## src/hw/sfe_pkg.sv

```systemverilog
/*
 * Shared constants and types of the serial flash erase and deep sleep link:
 * opcodes, timing counts, address splits and the host controller's registers.
 * Assumes a 200 MHz system clock on both ends.
 */
package sfe_pkg;
	// Opcodes on the serial input line.
	localparam logic [7:0] OP_SECTOR = 8'h20;
	localparam logic [7:0] OP_BLK32 = 8'h52;
	localparam logic [7:0] OP_BLK64 = 8'hd8;
	localparam logic [7:0] OP_CHIP_A = 8'h60;
	localparam logic [7:0] OP_CHIP_B = 8'hc7;
	localparam logic [7:0] OP_SLEEP = 8'hb9;
	localparam logic [7:0] OP_WAKE = 8'hab;
	localparam logic [7:0] OP_UNLOCK = 8'h06;
	localparam logic [7:0] OP_STATUS = 8'h05;

	// Frame lengths in serial clock edges.
	localparam logic [5:0] BITS_OPCODE = 6'h08;
	localparam logic [5:0] BITS_ADDR_CMD = 6'h20;
	localparam logic [5:0] BITS_READ_CMD = 6'h10;
	localparam logic [5:0] BITS_SATURATE = 6'h3f;

	// Timing; cycles derived from the 200 MHz clock.
	localparam int CLK_MHZ = 200;
	localparam int T_DP_NS = 3000;
	localparam int DP_CYCLES = (T_DP_NS * CLK_MHZ + 999) / 1000;
	localparam int T_RES_NS = 3000;
	localparam int RES_CYCLES = (T_RES_NS * CLK_MHZ + 999) / 1000;
	localparam int T_SECTOR_US = 50000;
	localparam int T_BLK32_US = 150000;
	localparam int T_BLK64_US = 250000;
	localparam int T_CHIP_US = 8000000;
	localparam int SECTOR_CYCLES = T_SECTOR_US * CLK_MHZ;
	localparam int BLK32_CYCLES = T_BLK32_US * CLK_MHZ;
	localparam int BLK64_CYCLES = T_BLK64_US * CLK_MHZ;
	localparam int CHIP_CYCLES = T_CHIP_US * CLK_MHZ;
	localparam int SCLK_HALF_CYCLES = 16;
	localparam int GAP_CYCLES = 8;

	// Address split of the array.
	localparam int ARRAY_BITS = 20;
	localparam int SECTOR_BITS = 12;
	localparam int BLK32_BITS = 15;
	localparam int BLK64_BITS = 16;
	localparam int PROT_FINE_BITS = 12;
	localparam int PROT_COARSE_BITS = 16;

	// Device status byte layout.
	localparam int STAT_PENDING_BIT = 0;
	localparam int STAT_UNLOCK_BIT = 1;

	// Host controller registers and fields.
	localparam logic [7:0] REG_CMD = 8'h00;
	localparam logic [7:0] REG_ADDR = 8'h04;
	localparam logic [7:0] REG_STATUS = 8'h08;
	localparam int CMD_LEN_LSB = 8;
	localparam int ST_BUSY_BIT = 0;
	localparam int ST_RDATA_LSB = 8;
	localparam logic [23:0] ADDR_RESET = 24'h000000;
	localparam logic [7:0] RDATA_RESET = 8'h00;

	typedef enum logic [1:0] {KIND_SECTOR, KIND_BLK32, KIND_BLK64, KIND_CHIP} sfe_kind_type;
	typedef enum logic [1:0] {LEN_OPCODE, LEN_ADDR, LEN_READ, LEN_SPARE} sfe_len_type;
endpackage

```

## src/hw/sfe_link_if.sv

```systemverilog
/*
 * Serial link between host controller and flash device.
 * Assumes the bench joins one host and one device end.
 */
`timescale 1ns/10ps
`default_nettype none
interface sfe_link_if;
	logic cs_n;
	logic sclk;
	logic si;
	logic so;
	modport dev (input cs_n, input sclk, input si, output so);
	modport host (output cs_n, output sclk, output si, input so);
endinterface
`default_nettype wire

```

## src/hw/sfe_sync.sv

```systemverilog
/*
 * Two flip-flop synchroniser for signals from outside the clock domain.
 * Assumes each bit is a slow level relative to clk_sys.
 */
`timescale 1ns/10ps
`default_nettype none
module sfe_sync #(
	parameter int WIDTH = 1,
	parameter logic [WIDTH-1:0] RESET_VAL = '0
) (
	input  wire logic             clk_sys,
	input  wire logic             rst_n,
	input  wire logic [WIDTH-1:0] d,
	output logic      [WIDTH-1:0] q
);
	logic [WIDTH-1:0] meta;

	// The first stage feeds only the second stage.
	always_ff @(posedge clk_sys or negedge rst_n)
	begin
		if (!rst_n)
		begin
			meta <= RESET_VAL;
			q <= RESET_VAL;
		end
		else
		begin
			meta <= d;
			q <= meta;
		end
	end
endmodule
`default_nettype wire

```

## src/hw/sfe_flash_dev.sv

```systemverilog
/*
 * Flash device end: decodes erase, write unlock, status read, deep sleep
 * and wake commands and runs the self-timed cycles.
 * Assumes the link pins arrive asynchronously; rst_n stands for power-up.
 */
// The placing of the registers and the AHB-Lite register port were decided locally.
`timescale 1ns/10ps
`default_nettype none
module sfe_flash_dev #(
	parameter int unsigned SECTOR_TIME = sfe_pkg::SECTOR_CYCLES,
	parameter int unsigned BLK32_TIME  = sfe_pkg::BLK32_CYCLES,
	parameter int unsigned BLK64_TIME  = sfe_pkg::BLK64_CYCLES,
	parameter int unsigned CHIP_TIME   = sfe_pkg::CHIP_CYCLES
) (
	input  wire logic           clk_sys,
	input  wire logic           rst_n,
	sfe_link_if.dev             link,
	input  wire logic [4:0]     protect_range,
	output logic                op_pending_flag,
	output logic                write_unlock_flag,
	output logic                deep_sleep,
	output logic                erase_go,
	output sfe_pkg::sfe_kind_type erase_kind,
	output logic [23:0]         erase_base
);
	import sfe_pkg::*;

	typedef enum {ST_STANDBY, ST_BUSY, ST_ENTERING, ST_SLEEP, ST_WAKING} sfe_dstate_type;

	sfe_dstate_type state;
	logic [2:0]     sync_q;
	logic           s_cs_n;
	logic           s_sclk;
	logic           s_si;
	logic           cs_d;
	logic           sclk_d;
	logic           cs_rise;
	logic           cs_fall;
	logic           sclk_rise;
	logic           sclk_fall;
	logic [31:0]    shift;
	logic [5:0]     cnt;
	logic [7:0]     first_byte;
	logic [7:0]     stat_sh;
	logic [7:0]     stat_byte;
	logic           rd_stat;
	logic [31:0]    timer;
	logic           short_ok;
	logic           long_ok;
	logic [7:0]     op8;
	logic [7:0]     op32;
	logic           awake;
	logic           stat_so_q;

	// True when the erase unit at a overlaps the protected range.
	function automatic logic prot_hit(input logic [23:0] a, input int ub, input logic [4:0] bp);
		int          s;
		logic [31:0] lo;
		logic [31:0] hi;
		s = (bp[4] ? PROT_FINE_BITS : PROT_COARSE_BITS) + int'(bp[2:0]) - 1;
		lo = {8'h00, a} & ((32'h1 << ARRAY_BITS) - 32'h1) & ~((32'h1 << ub) - 32'h1);
		hi = lo | ((32'h1 << ub) - 32'h1);
		if (bp[2:0] == 3'h0)
			return 1'b0;
		if (s >= ARRAY_BITS)
			return 1'b1;
		if (bp[3])
			return lo < (32'h1 << s);
		return hi >= ((32'h1 << ARRAY_BITS) - (32'h1 << s));
	endfunction

	sfe_sync #(.WIDTH(3), .RESET_VAL(3'h4)) u_sync (
		.clk_sys (clk_sys),
		.rst_n   (rst_n),
		.d       ({link.cs_n, link.sclk, link.si}),
		.q       (sync_q)
	);

	// Edge detection on the synchronised pins.
	assign s_cs_n = sync_q[2];
	assign s_sclk = sync_q[1];
	assign s_si = sync_q[0];
	assign cs_rise = s_cs_n & ~cs_d;
	assign cs_fall = ~s_cs_n & cs_d;
	assign sclk_rise = s_sclk & ~sclk_d & ~s_cs_n;
	assign sclk_fall = ~s_sclk & sclk_d & ~s_cs_n;
	assign link.so = stat_so_q;

	// Frame decode used at select release.
	always_comb
	begin
		short_ok = (cnt == BITS_OPCODE);
		long_ok = (cnt == BITS_ADDR_CMD);
		op8 = shift[7:0];
		op32 = shift[31:24];
		awake = (state != ST_SLEEP) && (state != ST_WAKING);
		stat_byte = 8'h00;
		stat_byte[STAT_PENDING_BIT] = op_pending_flag;
		stat_byte[STAT_UNLOCK_BIT] = write_unlock_flag;
	end

	// Previous pin levels for edge detection.
	always_ff @(posedge clk_sys or negedge rst_n)
	begin
		if (!rst_n)
		begin
			cs_d <= 1'b1;
			sclk_d <= 1'b0;
		end
		else
		begin
			cs_d <= s_cs_n;
			sclk_d <= s_sclk;
		end
	end

	// Input shifter, MSB first, with a saturating edge count.
	always_ff @(posedge clk_sys or negedge rst_n)
	begin
		if (!rst_n)
		begin
			shift <= 32'h00000000;
			cnt <= 6'h00;
			first_byte <= 8'h00;
		end
		else if (cs_fall)
		begin
			cnt <= 6'h00;
			first_byte <= 8'h00;
		end
		else if (sclk_rise)
		begin
			shift <= {shift[30:0], s_si};
			if (cnt != BITS_SATURATE)
				cnt <= cnt + 6'h01;
			if (cnt == BITS_OPCODE - 6'h01)
				first_byte <= {shift[6:0], s_si};
		end
	end

	// Status byte output, shifted on falling clock, repeated while selected.
	always_ff @(posedge clk_sys or negedge rst_n)
	begin
		if (!rst_n)
		begin
			rd_stat <= 1'b0;
			stat_sh <= 8'h00;
			stat_so_q <= 1'b0;
		end
		else if (cs_rise || cs_fall)
		begin
			rd_stat <= 1'b0;
			stat_so_q <= 1'b0;
		end
		else if (sclk_rise && cnt == BITS_OPCODE - 6'h01 && awake
			&& {shift[6:0], s_si} == OP_STATUS)
		begin
			rd_stat <= 1'b1;
			stat_sh <= stat_byte;
		end
		else if (sclk_fall && rd_stat)
		begin
			stat_so_q <= stat_sh[7];
			stat_sh <= {stat_sh[6:0], stat_sh[7]};
		end
	end

	// Command execution and self-timed cycles.
	always_ff @(posedge clk_sys or negedge rst_n)
	begin
		if (!rst_n)
		begin
			state <= ST_STANDBY;
			timer <= 32'h00000000;
			op_pending_flag <= 1'b0;
			write_unlock_flag <= 1'b0;
			deep_sleep <= 1'b0;
			erase_go <= 1'b0;
			erase_kind <= KIND_SECTOR;
			erase_base <= 24'h000000;
		end
		else
		begin
			erase_go <= 1'b0;
			case (state)
				ST_STANDBY:
				begin
					if (cs_rise)
					begin
						if (short_ok && op8 == OP_UNLOCK)
							write_unlock_flag <= 1'b1;
						else if (short_ok && op8 == OP_SLEEP)
						begin
							state <= ST_ENTERING;
							timer <= 32'(DP_CYCLES - 1);
						end
						else if (short_ok && (op8 == OP_CHIP_A || op8 == OP_CHIP_B)
							&& write_unlock_flag && protect_range == 5'h00)
						begin
							state <= ST_BUSY;
							timer <= CHIP_TIME - 32'h1;
							op_pending_flag <= 1'b1;
							write_unlock_flag <= 1'b0;
							erase_go <= 1'b1;
							erase_kind <= KIND_CHIP;
							erase_base <= 24'h000000;
						end
						else if (long_ok && write_unlock_flag)
						begin
							if (op32 == OP_SECTOR && !prot_hit(shift[23:0], SECTOR_BITS,
								protect_range))
							begin
								state <= ST_BUSY;
								timer <= SECTOR_TIME - 32'h1;
								op_pending_flag <= 1'b1;
								write_unlock_flag <= 1'b0;
								erase_go <= 1'b1;
								erase_kind <= KIND_SECTOR;
								erase_base <= {shift[23:SECTOR_BITS], 12'h000};
							end
							else if (op32 == OP_BLK32 && !prot_hit(shift[23:0], BLK32_BITS,
								protect_range))
							begin
								state <= ST_BUSY;
								timer <= BLK32_TIME - 32'h1;
								op_pending_flag <= 1'b1;
								write_unlock_flag <= 1'b0;
								erase_go <= 1'b1;
								erase_kind <= KIND_BLK32;
								erase_base <= {shift[23:BLK32_BITS], 15'h0000};
							end
							else if (op32 == OP_BLK64 && !prot_hit(shift[23:0], BLK64_BITS,
								protect_range))
							begin
								state <= ST_BUSY;
								timer <= BLK64_TIME - 32'h1;
								op_pending_flag <= 1'b1;
								write_unlock_flag <= 1'b0;
								erase_go <= 1'b1;
								erase_kind <= KIND_BLK64;
								erase_base <= {shift[23:BLK64_BITS], 16'h0000};
							end
						end
					end
				end
				ST_BUSY:
				begin
					// Every command but status read is ignored here.
					if (timer == 32'h00000000)
					begin
						op_pending_flag <= 1'b0;
						state <= ST_STANDBY;
					end
					else
						timer <= timer - 32'h1;
				end
				ST_ENTERING:
				begin
					if (timer == 32'h00000000)
					begin
						deep_sleep <= 1'b1;
						state <= ST_SLEEP;
					end
					else
						timer <= timer - 32'h1;
				end
				ST_SLEEP:
				begin
					if (cs_rise && cnt >= BITS_OPCODE && first_byte == OP_WAKE)
					begin
						state <= ST_WAKING;
						timer <= 32'(RES_CYCLES - 1);
					end
				end
				ST_WAKING:
				begin
					if (timer == 32'h00000000)
					begin
						deep_sleep <= 1'b0;
						state <= ST_STANDBY;
					end
					else
						timer <= timer - 32'h1;
				end
				default:
					state <= ST_STANDBY;
			endcase
		end
	end
endmodule
`default_nettype wire

```

## src/flat_wrapper.sv

```systemverilog
// flat-port wrapper written by rule: the top's interface ports become plain ports
module sfe_flash_dev_flat import sfe_pkg::*;
#(
	parameter int unsigned SECTOR_TIME = sfe_pkg::SECTOR_CYCLES,
	parameter int unsigned BLK32_TIME  = sfe_pkg::BLK32_CYCLES,
	parameter int unsigned BLK64_TIME  = sfe_pkg::BLK64_CYCLES,
	parameter int unsigned CHIP_TIME   = sfe_pkg::CHIP_CYCLES
)
  (clk_sys, rst_n, protect_range, op_pending_flag, write_unlock_flag, deep_sleep, erase_go, erase_kind, erase_base, link_cs_n, link_sclk, link_si, link_so);
  sfe_link_if link_i ();
  input  wire logic clk_sys;
  input  wire logic rst_n;
  input  wire logic [4:0] protect_range;
  output logic op_pending_flag;
  output logic write_unlock_flag;
  output logic deep_sleep;
  output logic erase_go;
  output sfe_pkg::sfe_kind_type erase_kind;
  output logic [23:0] erase_base;
  input wire logic [$bits(link_i.cs_n)-1:0] link_cs_n;
  input wire logic [$bits(link_i.sclk)-1:0] link_sclk;
  input wire logic [$bits(link_i.si)-1:0] link_si;
  output wire logic [$bits(link_i.so)-1:0] link_so;
  assign link_i.cs_n = link_cs_n;
  assign link_i.sclk = link_sclk;
  assign link_i.si = link_si;
  assign link_so = link_i.so;
  sfe_flash_dev #(.SECTOR_TIME(SECTOR_TIME), .BLK32_TIME(BLK32_TIME), .BLK64_TIME(BLK64_TIME), .CHIP_TIME(CHIP_TIME)) u_core (.clk_sys(clk_sys), .rst_n(rst_n), .link(link_i), .protect_range(protect_range), .op_pending_flag(op_pending_flag), .write_unlock_flag(write_unlock_flag), .deep_sleep(deep_sleep), .erase_go(erase_go), .erase_kind(erase_kind), .erase_base(erase_base));
endmodule
```

## config.mk

```make
export PLATFORM = sky130hd
export DESIGN_NAME = sfe_flash_dev_flat
export DESIGN_NICKNAME = d
export VERILOG_FILES = /design/src/hw/sfe_pkg.sv /design/src/hw/sfe_link_if.sv /design/src/hw/sfe_sync.sv /design/src/hw/sfe_flash_dev.sv /design/src/flat_wrapper.sv
export SDC_FILE = /design/constraint.sdc
export NUM_CORES = 1
export LEC_CHECK = 0
export BUFFER_PORTS_ARGS = -buffer_cell sky130_fd_sc_hd__buf_2
export CORE_UTILIZATION = 65
export DETAILED_ROUTE_END_ITERATION = 10
export HOLD_SLACK_MARGIN = 0.12
export PLACE_DENSITY = 0.85
export SYNTH_ARGS = -nofsm -noshare
export SYNTH_HDL_FRONTEND = slang
export SYNTH_SLANG_ARGS = --single-unit
```

## constraint.sdc

```tcl
create_clock -name clk_sys -period 9 [get_ports clk_sys]
set_clock_uncertainty 0.2 [all_clocks]
set_input_delay 2.7 -clock clk_sys [delete_from_list [all_inputs] [get_ports clk_sys]]
set_output_delay 2.7 -clock clk_sys [all_outputs]
set_load 0.1 [all_outputs]
```

==> impl_metrics.py, run 1 <==
metrics = {
    "timing": {
        "fin_crit_ns": 7.41,
        "hold_viol": 0,
        "maxSlewHeadroom": 0.245,
        "rsz0062_at_grt": "no",
        "tns_ns": 0,
        "final.period_utilization": 0.824,
        "hold_slack_ns": 0.148,
        "final_max_slew_viol_count": 0,
        "tightest_slew_ns": 1.13,
        "finalSetupViolations": 0,
        "fmax_mhz": 135,
        "fin_ws_ns": 1.59,
    },
    "logic_synthesis": {
        "synth_xor_xnor_area_share": 0.0106,
        "ys_seq_elements": 117,
        "synth_warnings": 0,
        "synthCells": 707,
        "synthArstFlopShare": 1.00,
        "synthesis.area_um2": 6590,
        "synth-simple-area-share": 0.180,
        "synth_top_family_by_area": "compound AO/OA/AOI/OAI gates",
        "synth_area_per_cell_um2": 9.32,
        "synth_common_cells": "dfrtp_1 (114), nand2_1 (78), nor2_1 (66)",
        "synthTopCellsByArea": "dfrtp_1 (43%), mux2_2 (5.5%), ha_1 (4.7%)",
        "synth_compound_area_frac": 0.200,
        "synth.most_common_cell": "dfrtp_1",
        "synth_enable_flop_cells": 0,
        "synth.distinct_cells": 67,
        "synthMuxAreaShare": 0.0592,
        "synth.top_cell.area_share": 0.433,
        "synth_top_area_cell": "dfrtp_1",
        "synth_fa_ha_area_frac": 0.0536,
        "yosysSeqAreaShare": 0.445,
        "synth-main-ff-cell": "dfrtp_1",
    },
    "clock_network": {
        "tritoncts": "done",
        "cts_max_path_buffers": 2,
        "numCtsBuffers": 17,
        "hold_buffers": 0,
        "cts.clk_slew.worst_paths_ns": 0.06,
        "htreeDepth": 4,
        "post_cts_buffers": 0,
        "clock_latency_ns": 0.53,
        "cts-root-buf": "clkbuf_8",
        "cts-resized-gates": 0,
        "clock-sinks": 117,
    },
    "placed_design": {
        "place_ws_ns": 1.14,
        "dp_cells": 846,
        "port_buffers": 28,
        "hpwl_mm": 11.0,
        "routabilityCongestion": 0.980,
        "placed_area_um2": 6810,
    },
    "layout": {
        "fin_cells": 878,
        "final_util": 0.758,
        "diodes": 0,
        "stdcell_area_um2": 7440,
        "nets": 769,
        "area_growth_pct": 13.0,
        "layout-drive-gt1-share": 0.148,
    },
    "worst_setup_path": {
        "reg2reg_slack_ns": 4.97,
        "r2r_start": "u_core.timer[0]",
        "crit_path_end_kind": "flop",
        "crit_chain": "buf_2 > inv_1 > fa_1 > or4b_1 > and2_4 > inv_2 > o21ai_0 > a31oi_1 > ha_1 > nand4_1 > nor4_1 > nand2_1 > a221o_1 > o21a_1 > o31ai_2 > buf_4 > a21o_1 > buf_4 > o221ai_1",
        "required_ns": 9.19,
        "cp_max_fo": 19,
        "cp-start-kind": "input pin",
        "crit_path_max_incr_delay_ns": 0.55,
        "reg2reg_to": "u_core.timer[22]",
        "cpMostUsedCell": "buf_4",
        "cp_slowest_cell": "or4b_1",
        "crit_arrival_ns": 7.60,
        "critPathKind": "in -> reg",
        "r2r_cells": 11,
    },
    "global_route": {
        "overflow": 0,
        "grt_pass1_vias": 5528,
        "grt_pass1_wl_mm": 26.5,
        "grt_usage": 0.333,
        "grt_max_degree": 61,
        "antenna_found_initial": 0,
    },
    "job": {
        "cap_violations": 0,
    },
    "detailed_routing": {
        "final_antenna_net_count": 0,
        "drcViolationCount": 0,
        "drtPass1Iterations": 7,
        "drt-vias-per-instance": 6.51,
        "routed_wl_mm": 16.2,
        "drtIter0Drc": 363,
        "detail_route.wl_per_cell_um": 18.4,
        "num_vias": 5716,
    },
    "floorplan": {
        "dieArea_um2": 10500,
        "core_area_um2": 9820,
        "die_width_um": 103,
        "start_util": 0.671,
        "rows": 36,
        "io_pins": 41,
        "fp.dieH_um": 103,
    },
    "pwr": {
        "powerDensity_nw_per_um2": 191,
        "power.total_mw": 1.42,
        "leakage_nw": 3.30,
        "ir_drop_uv": 199,
    },
    "worst_hold_path": {
        "holdCritStartpoint": "u_core.u_sync.meta[0]",
        "hold_path.class": "reg -> reg",
        "hold_depth": 0,
        "holdPathEnd": "u_core.u_sync.q[0]",
    },
    "outcome": {
        "run_status": "finished clean",
    },
}
-- where the power goes --
group / leakage, nW / total, mW / switching (mW) / internal [mW]
Clock: 0.297 / 0.730 / 0.245 / 0.485
Sequential: 1.50 / 0.570 / 0.0254 / 0.544
Combinational: 1.50 / 0.122 / 0.0830 / 0.0391
-- layer usage --
metal  wire, µm  track usage  part of all wire  vias to the layer above
met1       6640        0.420              0.41                     2730
met4        549        0.175             0.034                        0
met5          0            0                 0                        -
li1           -            -                 -                     2626
met3       1250       0.0868             0.077                       62
met2       7740        0.528              0.48                      298
-- cells in the final DEF, fill, tap and decap left out, types with 5 or more instances in the layout --
cell type  Yosys  layout
nand4_1        7       7
a22o_1        16      16
o31ai_1        5       5
or3_1          7       7
bufinv_16      0       5
o21ai_0       49      48
nor4_1        12      12
conb_1         1      12
a211oi_1      11      11
a31oi_1       11      11
a21o_1         6       6
and2_1         5       5
ha_1          25      25
clkbuf_16      0      16
dfrtp_1      114     114
o211ai_1       8       8
nand2_1       78      78
o21a_1         5       5
buf_2          5      27
nor2_1        66      65
nand3_1       18      18
o221ai_1       7       7
buf_4         13       8
a21oi_1       35      35
inv_1         35      35
nor2b_1        6       6
nor3_1        22      22
xor2_1         5       5
mux2_2        32      32
o22ai_1        6       6
-- worst max path at each step --
stage | start | to | slack (ns) | cells past startpoint
5_1_grt | protect_range[0] | u_core.timer[22] | 1.23 | 19
6_report | protect_range[1] | u_core.timer[22] | 1.59 | 19
4_1_cts | protect_range[1] | u_core.timer[22] | 1.67 | 19
2_1_floorplan | protect_range[1] | u_core.timer[23] | 2.06 | 17
3_5_place_dp | protect_range[1] | u_core.timer[22] | 1.14 | 19
3_3_place_gp | protect_range[1] | u_core.timer[31] | 1.26 | 18
-- sequential cells by signal (all words and copies together) (netlist names), 2 cells and up --
name and flops:
u_core.cnt 6, u_core.erase_kind 2, u_core.u_sync.q 3, u_core.u_sync.meta 3
u_core.shift 32, u_core.stat_sh 8, u_core.state 3, u_core.first_byte 8
u_core.timer 32, u_core.erase_base 12
-- layout make-up --
class                   instances  area [µm²]
clock buffers                  20         435
clock inverters                12         203
fillers                       699        2370
inverters                      36         135
multi-input cells             525        3380
flip-flops and latches        117        2930
well taps                     133         166
repair buffers                 35         195
-- critical path: cells and delay by family --
family,cells,cell delay (ns)
AO/OA/AOI/OAI,7,1.72
buffers and inverters,5,1.00
adder cells (fa/ha/maj),2,0.66
AND/OR/NAND/NOR,5,1.50
-- cell families after synthesis --
| kind of cell | after synthesis |
|---|---|
| buf+inv | 76 |
| simple gates | 248 |
| xor+xnor | 8 |
| other cells | 1 |
| compound gates | 195 |
| fa+ha+maj | 27 |
| flops | 117 |
| mux | 35 |
Note: power is estimated with default switching activity, not from simulation.
==> run 2, diff against run 1 <==
--- a/config.mk
+++ b/config.mk
@@ -6,10 +6,10 @@
 export NUM_CORES = 1
 export LEC_CHECK = 0
 export BUFFER_PORTS_ARGS = -buffer_cell sky130_fd_sc_hd__buf_2
-export CORE_UTILIZATION = 65
+export CORE_UTILIZATION = 55
 export DETAILED_ROUTE_END_ITERATION = 10
 export HOLD_SLACK_MARGIN = 0.12
-export PLACE_DENSITY = 0.85
+export PLACE_DENSITY = 0.76
 export SYNTH_ARGS = -nofsm -noshare
 export SYNTH_HDL_FRONTEND = slang
 export SYNTH_SLANG_ARGS = --single-unit
==> constraint.sdc (replaced) <==
create_clock -name clk_sys -period 6.8 [get_ports clk_sys]
set_clock_uncertainty 0.2 [all_clocks]
set_input_delay 2.04 -clock clk_sys [delete_from_list [all_inputs] [get_ports clk_sys]]
set_output_delay 2.04 -clock clk_sys [all_outputs]
set_load 0.1 [all_outputs]
==> run 2 against run 1 <==
  * Via count fell by 1.5%
  * Critical path depth did not move
  * Flip-flop and latch count did not move
  * The run now ends with design-rule violations left
==> impl_metrics.py, run 2 (synthesized netlist as in run 1, its figures left out) <==
metrics = {
    "worst_hold_path": {
        "holdCritStartpoint": "u_core.u_sync.meta[1]",
        "hold_path.class": "reg -> reg",
        "hold_depth": 0,
        "holdPathEnd": "u_core.u_sync.q[1]",
    },
    "worst_setup_path": {
        "reg2reg_slack_ns": 3.38,
        "worst-path-buf-inv": 5,
        "r2r_start": "u_core.shift[19]",
        "cp_slowest_cell": "or4b_1",
        "cp-start-kind": "input pin",
        "critPathLaunch": "protect_range[1]",
        "required_ns": 6.88,
        "cpMostUsedCell": "buf_4",
        "reg2reg_to": "u_core.timer[22]",
        "crit_path_end_kind": "flop",
        "critPathKind": "in -> reg",
        "crit_chain": "buf_2 > inv_1 > fa_1 > or4b_1 > and2_4 > inv_2 > o21ai_0 > a31oi_1 > ha_1 > nand4_1 > nor4_1 > nand2_1 > a221o_1 > o21a_1 > o31ai_2 > buf_4 > a21o_1 > buf_4 > o221ai_1",
        "r2r_cells": 11,
        "cp_max_fo": 14,
        "crit_arrival_ns": 6.49,
        "crit_path_max_incr_delay_ns": 0.52,
        "path_delay_family": "compound AO/OA/AOI/OAI gates",
    },
    "clock_network": {
        "post_cts_buffers": 0,
        "hold_buffers": 0,
        "tritoncts": "done",
        "clock-sinks": 117,
        "htreeDepth": 4,
        "cts-root-buf": "clkbuf_16",
        "cts-resized-gates": 0,
        "numCtsBuffers": 17,
        "cts_max_path_buffers": 2,
        "cts.clk_slew.worst_paths_ns": 0.06,
        "clock_latency_ns": 0.41,
    },
    "detailed_routing": {
        "drcViolationCount": 4,
        "drtPass1Iterations": 10,
        "drt-vias-per-instance": 6.25,
        "routed_wl_mm": 16.2,
        "final_antenna_net_count": 0,
        "drtIter0Drc": 548,
        "detail_route.wl_per_cell_um": 17.9,
        "num_vias": 5633,
    },
    "layout": {
        "nets": 782,
        "final_cell_mix": "dfrtp_1 (114), nand2_1 (78), nor2_1 (65), o21ai_0 (48)",
        "stdcell_area_um2": 7470,
        "area_growth_pct": 13.4,
        "final_common_cell": "dfrtp_1",
        "layout-drive-gt1-share": 0.165,
        "diodes": 0,
        "top_regs": "u_core.shift: 32 flops, u_core.timer: 32 flops, u_core.erase_base: 12 flops",
    },
    "timing": {
        "hold_viol": 0,
        "fin_crit_ns": 6.41,
        "tightest_slew_ns": 1.04,
        "maxSlewHeadroom": 0.298,
        "finalSetupViolations": 0,
        "tns_ns": 0,
        "rsz0062_at_grt": "no",
        "final_max_slew_viol_count": 0,
        "fmax_mhz": 156,
        "final.period_utilization": 0.943,
    },
    "global_route": {
        "use_met1": 0.348,
        "grt_usage": 0.278,
        "antenna_found_initial": 0,
        "grt_pass1_vias": 5640,
        "overflow": 0,
        "grt_pass1_wl_mm": 27.3,
        "met3_usage": 0.0713,
        "grt_max_degree": 85,
        "grt_use_met2": 0.455,
        "grt.busiest_layer": "met2",
    },
    "placed_design": {
        "routabilityCongestion": 0.923,
        "port_buffers": 28,
        "hpwl_mm": 11.2,
        "placed_area_um2": 6920,
    },
    "floorplan": {
        "rows": 39,
        "start_util": 0.570,
        "dieArea_um2": 12400,
        "fp.dieH_um": 111,
        "die_width_um": 111,
        "io_pins": 41,
        "core_area_um2": 11600,
    },
    "outcome": {
        "run_status": "finished with violations",
        "violations": "design-rule violations",
    },
    "pwr": {
        "ir_drop_uv": 212,
        "leakage_nw": 3.34,
        "powerDensity_nw_per_um2": 234,
        "power.total_mw": 1.75,
    },
    "job": {
        "cap_violations": 0,
    },
}
## run 2: how the worst max path moves through the flow
stage | end | cells past startpoint | slack, ns
2_1_floorplan | u_core.timer[23] | 17 | 0.52
3_3_place_gp | u_core.timer[31] | 20 | 0.21
3_5_place_dp | u_core.timer[22] | 19 | 0.01
4_1_cts | u_core.timer[22] | 19 | 0.45
5_1_grt | u_core.timer[22] | 19 | 0.15
6_report | u_core.timer[22] | 19 | 0.39
## run 2: stage by stage
step                      hold slack, ns  setup slack, ns  utilization  instances
after global placement             0.132            0.206        0.598        869
final                              0.147            0.388        0.646        901
after global routing               0.154            0.145        0.646        901
after detailed placement           0.139           0.0145        0.598        869
after floorplan                    0.131            0.516            -        718
after CTS                          0.152            0.454        0.646        901
## run 2: layout make-up
cell class	instances	area, µm²
Clock buffer	19	443
Clock inverter	13	110
Fill cell	948	4090
Inverter	36	135
Multi-Input combinational cell	525	3380
Sequential cell	117	2930
Tap cell	143	179
Timing Repair Buffer	48	293
## run 2: report_power, final
part / internal (mW) / switching (mW)
Sequential: 0.720 / 0.0313
Clock: 0.509 / 0.326
Combinational: 0.0539 / 0.111
## run 2: metal layers
layer  share of wire  wire, µm  vias up
li1                -         -     2651
met1            0.44      7070     2730
met2            0.48      7770      213
met3           0.057       926       39
met4           0.024       384        0
met5               0         0        -
==> run 3, diff against run 2 <==
--- a/config.mk
+++ b/config.mk
@@ -6,10 +6,10 @@
 export NUM_CORES = 1
 export LEC_CHECK = 0
 export BUFFER_PORTS_ARGS = -buffer_cell sky130_fd_sc_hd__buf_2
-export CORE_UTILIZATION = 55
+export CORE_UTILIZATION = 61
 export DETAILED_ROUTE_END_ITERATION = 10
 export HOLD_SLACK_MARGIN = 0.12
-export PLACE_DENSITY = 0.76
+export PLACE_DENSITY = 0.8
 export SYNTH_ARGS = -nofsm -noshare
 export SYNTH_HDL_FRONTEND = slang
 export SYNTH_SLANG_ARGS = --single-unit
==> constraint.sdc (replaced) <==
create_clock -name clk_sys -period 7.3 [get_ports clk_sys]
set_clock_uncertainty 0.2 [all_clocks]
set_input_delay 2.19 -clock clk_sys [delete_from_list [all_inputs] [get_ports clk_sys]]
set_output_delay 2.19 -clock clk_sys [all_outputs]
set_load 0.1 [all_outputs]
==> run 3 against run 2 <==
  * The run now ends clean
  * Clock power is essentially flat
  * First-iteration DRC count grew 23%
  * Via count grew 2.3%
  * Setup slack gained 0.30 ns
  * Die area shrank 9.7%
  * Critical path type unchanged
  * Largest cell class unchanged
  * Highest routed layer unchanged
==> impl_metrics.py, run 3 (synthesized netlist as in run 1, its figures left out) <==
metrics = {
    "floorplan": {
        "rows": 37,
        "fp.dieH_um": 106,
        "dieArea_um2": 11200,
        "io_pins": 41,
        "core_area_um2": 10400,
        "start_util": 0.633,
        "die_width_um": 106,
    },
    "clock_network": {
        "numCtsBuffers": 17,
        "post_cts_buffers": 0,
        "cts.clk_slew.worst_paths_ns": 0.06,
        "htreeDepth": 4,
        "tritoncts": "done",
        "clock_latency_ns": 0.53,
        "cts_max_path_buffers": 2,
        "cts-resized-gates": 0,
        "clock-sinks": 117,
        "hold_buffers": 0,
        "cts-root-buf": "clkbuf_8",
    },
    "layout": {
        "diodes": 0,
        "final_util": 0.712,
        "layout-drive-gt1-share": 0.154,
        "final_common_cell": "dfrtp_1",
        "seq_area_um2": 2930,
        "multi_input_area_um2": 3370,
        "area_growth_pct": 12.6,
        "nFillCells": 771,
        "final_cell_mix": "dfrtp_1 (114), nand2_1 (78), nor2_1 (65), o21ai_0 (48)",
        "nets": 772,
        "top_regs": "u_core.shift: 32 flops, u_core.timer: 32 flops, u_core.erase_base: 12 flops",
    },
    "job": {
        "cap_violations": 0,
    },
    "timing": {
        "final.period_utilization": 0.906,
        "fin_ws_ns": 0.685,
        "finalSetupViolations": 0,
        "final_max_slew_viol_count": 0,
        "tns_ns": 0,
        "hold_slack_ns": 0.155,
        "fmax_mhz": 151,
        "fin_crit_ns": 6.62,
        "maxSlewHeadroom": 0.254,
        "hold_viol": 0,
        "tightest_slew_ns": 1.10,
        "rsz0062_at_grt": "no",
    },
    "pwr": {
        "powerDensity_nw_per_um2": 228,
        "power.total_mw": 1.69,
        "ir_drop_uv": 191,
        "leakage_nw": 3.30,
    },
    "worst_setup_path": {
        "required_ns": 7.49,
        "r2r_start": "u_core.timer[0]",
        "cp-start-kind": "input pin",
        "critPathKind": "in -> reg",
        "reg2reg_slack_ns": 3.29,
        "cp_max_fo": 15,
        "crit_path_end_kind": "flop",
        "reg2reg_to": "u_core.timer[20]",
        "r2r_cells": 11,
        "crit_arrival_ns": 6.81,
    },
    "global_route": {
        "grt_usage": 0.316,
        "grt_max_degree": 64,
        "antenna_found_initial": 0,
        "grt_pass1_vias": 5715,
        "overflow": 0,
        "grt_pass1_wl_mm": 27.6,
    },
    "detailed_routing": {
        "drtPass1Iterations": 8,
        "drcViolationCount": 0,
        "num_vias": 5761,
        "detail_route.wl_per_cell_um": 18.8,
        "routed_wl_mm": 16.7,
        "drt-vias-per-instance": 6.52,
        "drtIter0Drc": 673,
        "final_antenna_net_count": 0,
    },
    "placed_design": {
        "hpwl_mm": 11.2,
        "place_ws_ns": 0.286,
        "port_buffers": 28,
        "routabilityCongestion": 0.902,
    },
    "worst_hold_path": {
        "holdCritStartpoint": "u_core.u_sync.meta[2]",
        "hold_path.class": "reg -> reg",
        "hold_depth": 0,
        "holdPathEnd": "u_core.u_sync.q[2]",
    },
    "outcome": {
        "run_status": "finished clean",
    },
}
==> run 3: cell count changes in the layout (fill, tap and decap cells not counted), sizes merged <==
cell,previous run,this run
buf,48,38
clkinv,10,7
bufinv,1,3
inv,36,38
clkbuf,19,18
==> run 3: layer usage <==
layer	routed length, µm	up-vias	track usage	share of wire
met5	0	-	0	0
met4	432	0	0.145	0.026
met3	1060	50	0.0595	0.063
met2	8310	283	0.531	0.50
met1	6860	2803	0.397	0.41
li1	-	2625	-	-
==> run 3: power by group <==
| group | total [mW] | switching, mW | internal (mW) |
|---|---|---|---|
| clock | 0.838 | 0.315 | 0.523 |
| sequential | 0.701 | 0.0301 | 0.671 |
| combinational | 0.151 | 0.103 | 0.0477 |
| total | 1.69 | 0.449 | 1.24 |
==> run 3: worst max-delay path: stages <==
cell	delay, ns
buf_2	0.15
nor2b_1	0.27
inv_1	0.15
fa_1	0.44
xnor2_1	0.38
nand2_1	0.12
o21ai_0	0.32
a31oi_1	0.09
ha_1	0.30
nand4_1	0.14
nor4_1	0.43
nand2_1	0.10
a221o_1	0.36
o21a_1	0.17
o31ai_2	0.38
a21o_1	0.37
buf_4	0.29
o221ai_1	0.14
==> run 3: worst max path at each step <==
stage	startpoint	endpoint	slack, ns	cells past startpoint
3_3_place_gp	protect_range[1]	u_core.timer[17]	0.47	18
6_report	protect_range[0]	u_core.timer[20]	0.68	18
2_1_floorplan	protect_range[1]	u_core.timer[23]	0.87	17
5_1_grt	protect_range[0]	u_core.timer[20]	0.28	18
4_1_cts	protect_range[0]	u_core.timer[20]	0.78	18
3_5_place_dp	protect_range[1]	u_core.timer[22]	0.29	18
==> run 3: per-stage QoR <==
stage,cell area (µm²),cells
5_1_grt,7420,884
6_report,7420,884
3_3_place_gp,6830,852
3_5_place_dp,6830,852
4_1_cts,7420,884
2_1_floorplan,6630,718
==> run 3: cell type report <==
| cell class | instances | area share |
|---|---|---|
| clock inverter | 14 | 0.0238 |
| multi-input combinational | 525 | 0.454 |
| inverter | 36 | 0.0182 |
| sequential | 117 | 0.395 |
| timing repair buffer | 38 | 0.0293 |
| tap | 136 | 0.0229 |
| clock buffer | 18 | 0.0563 |
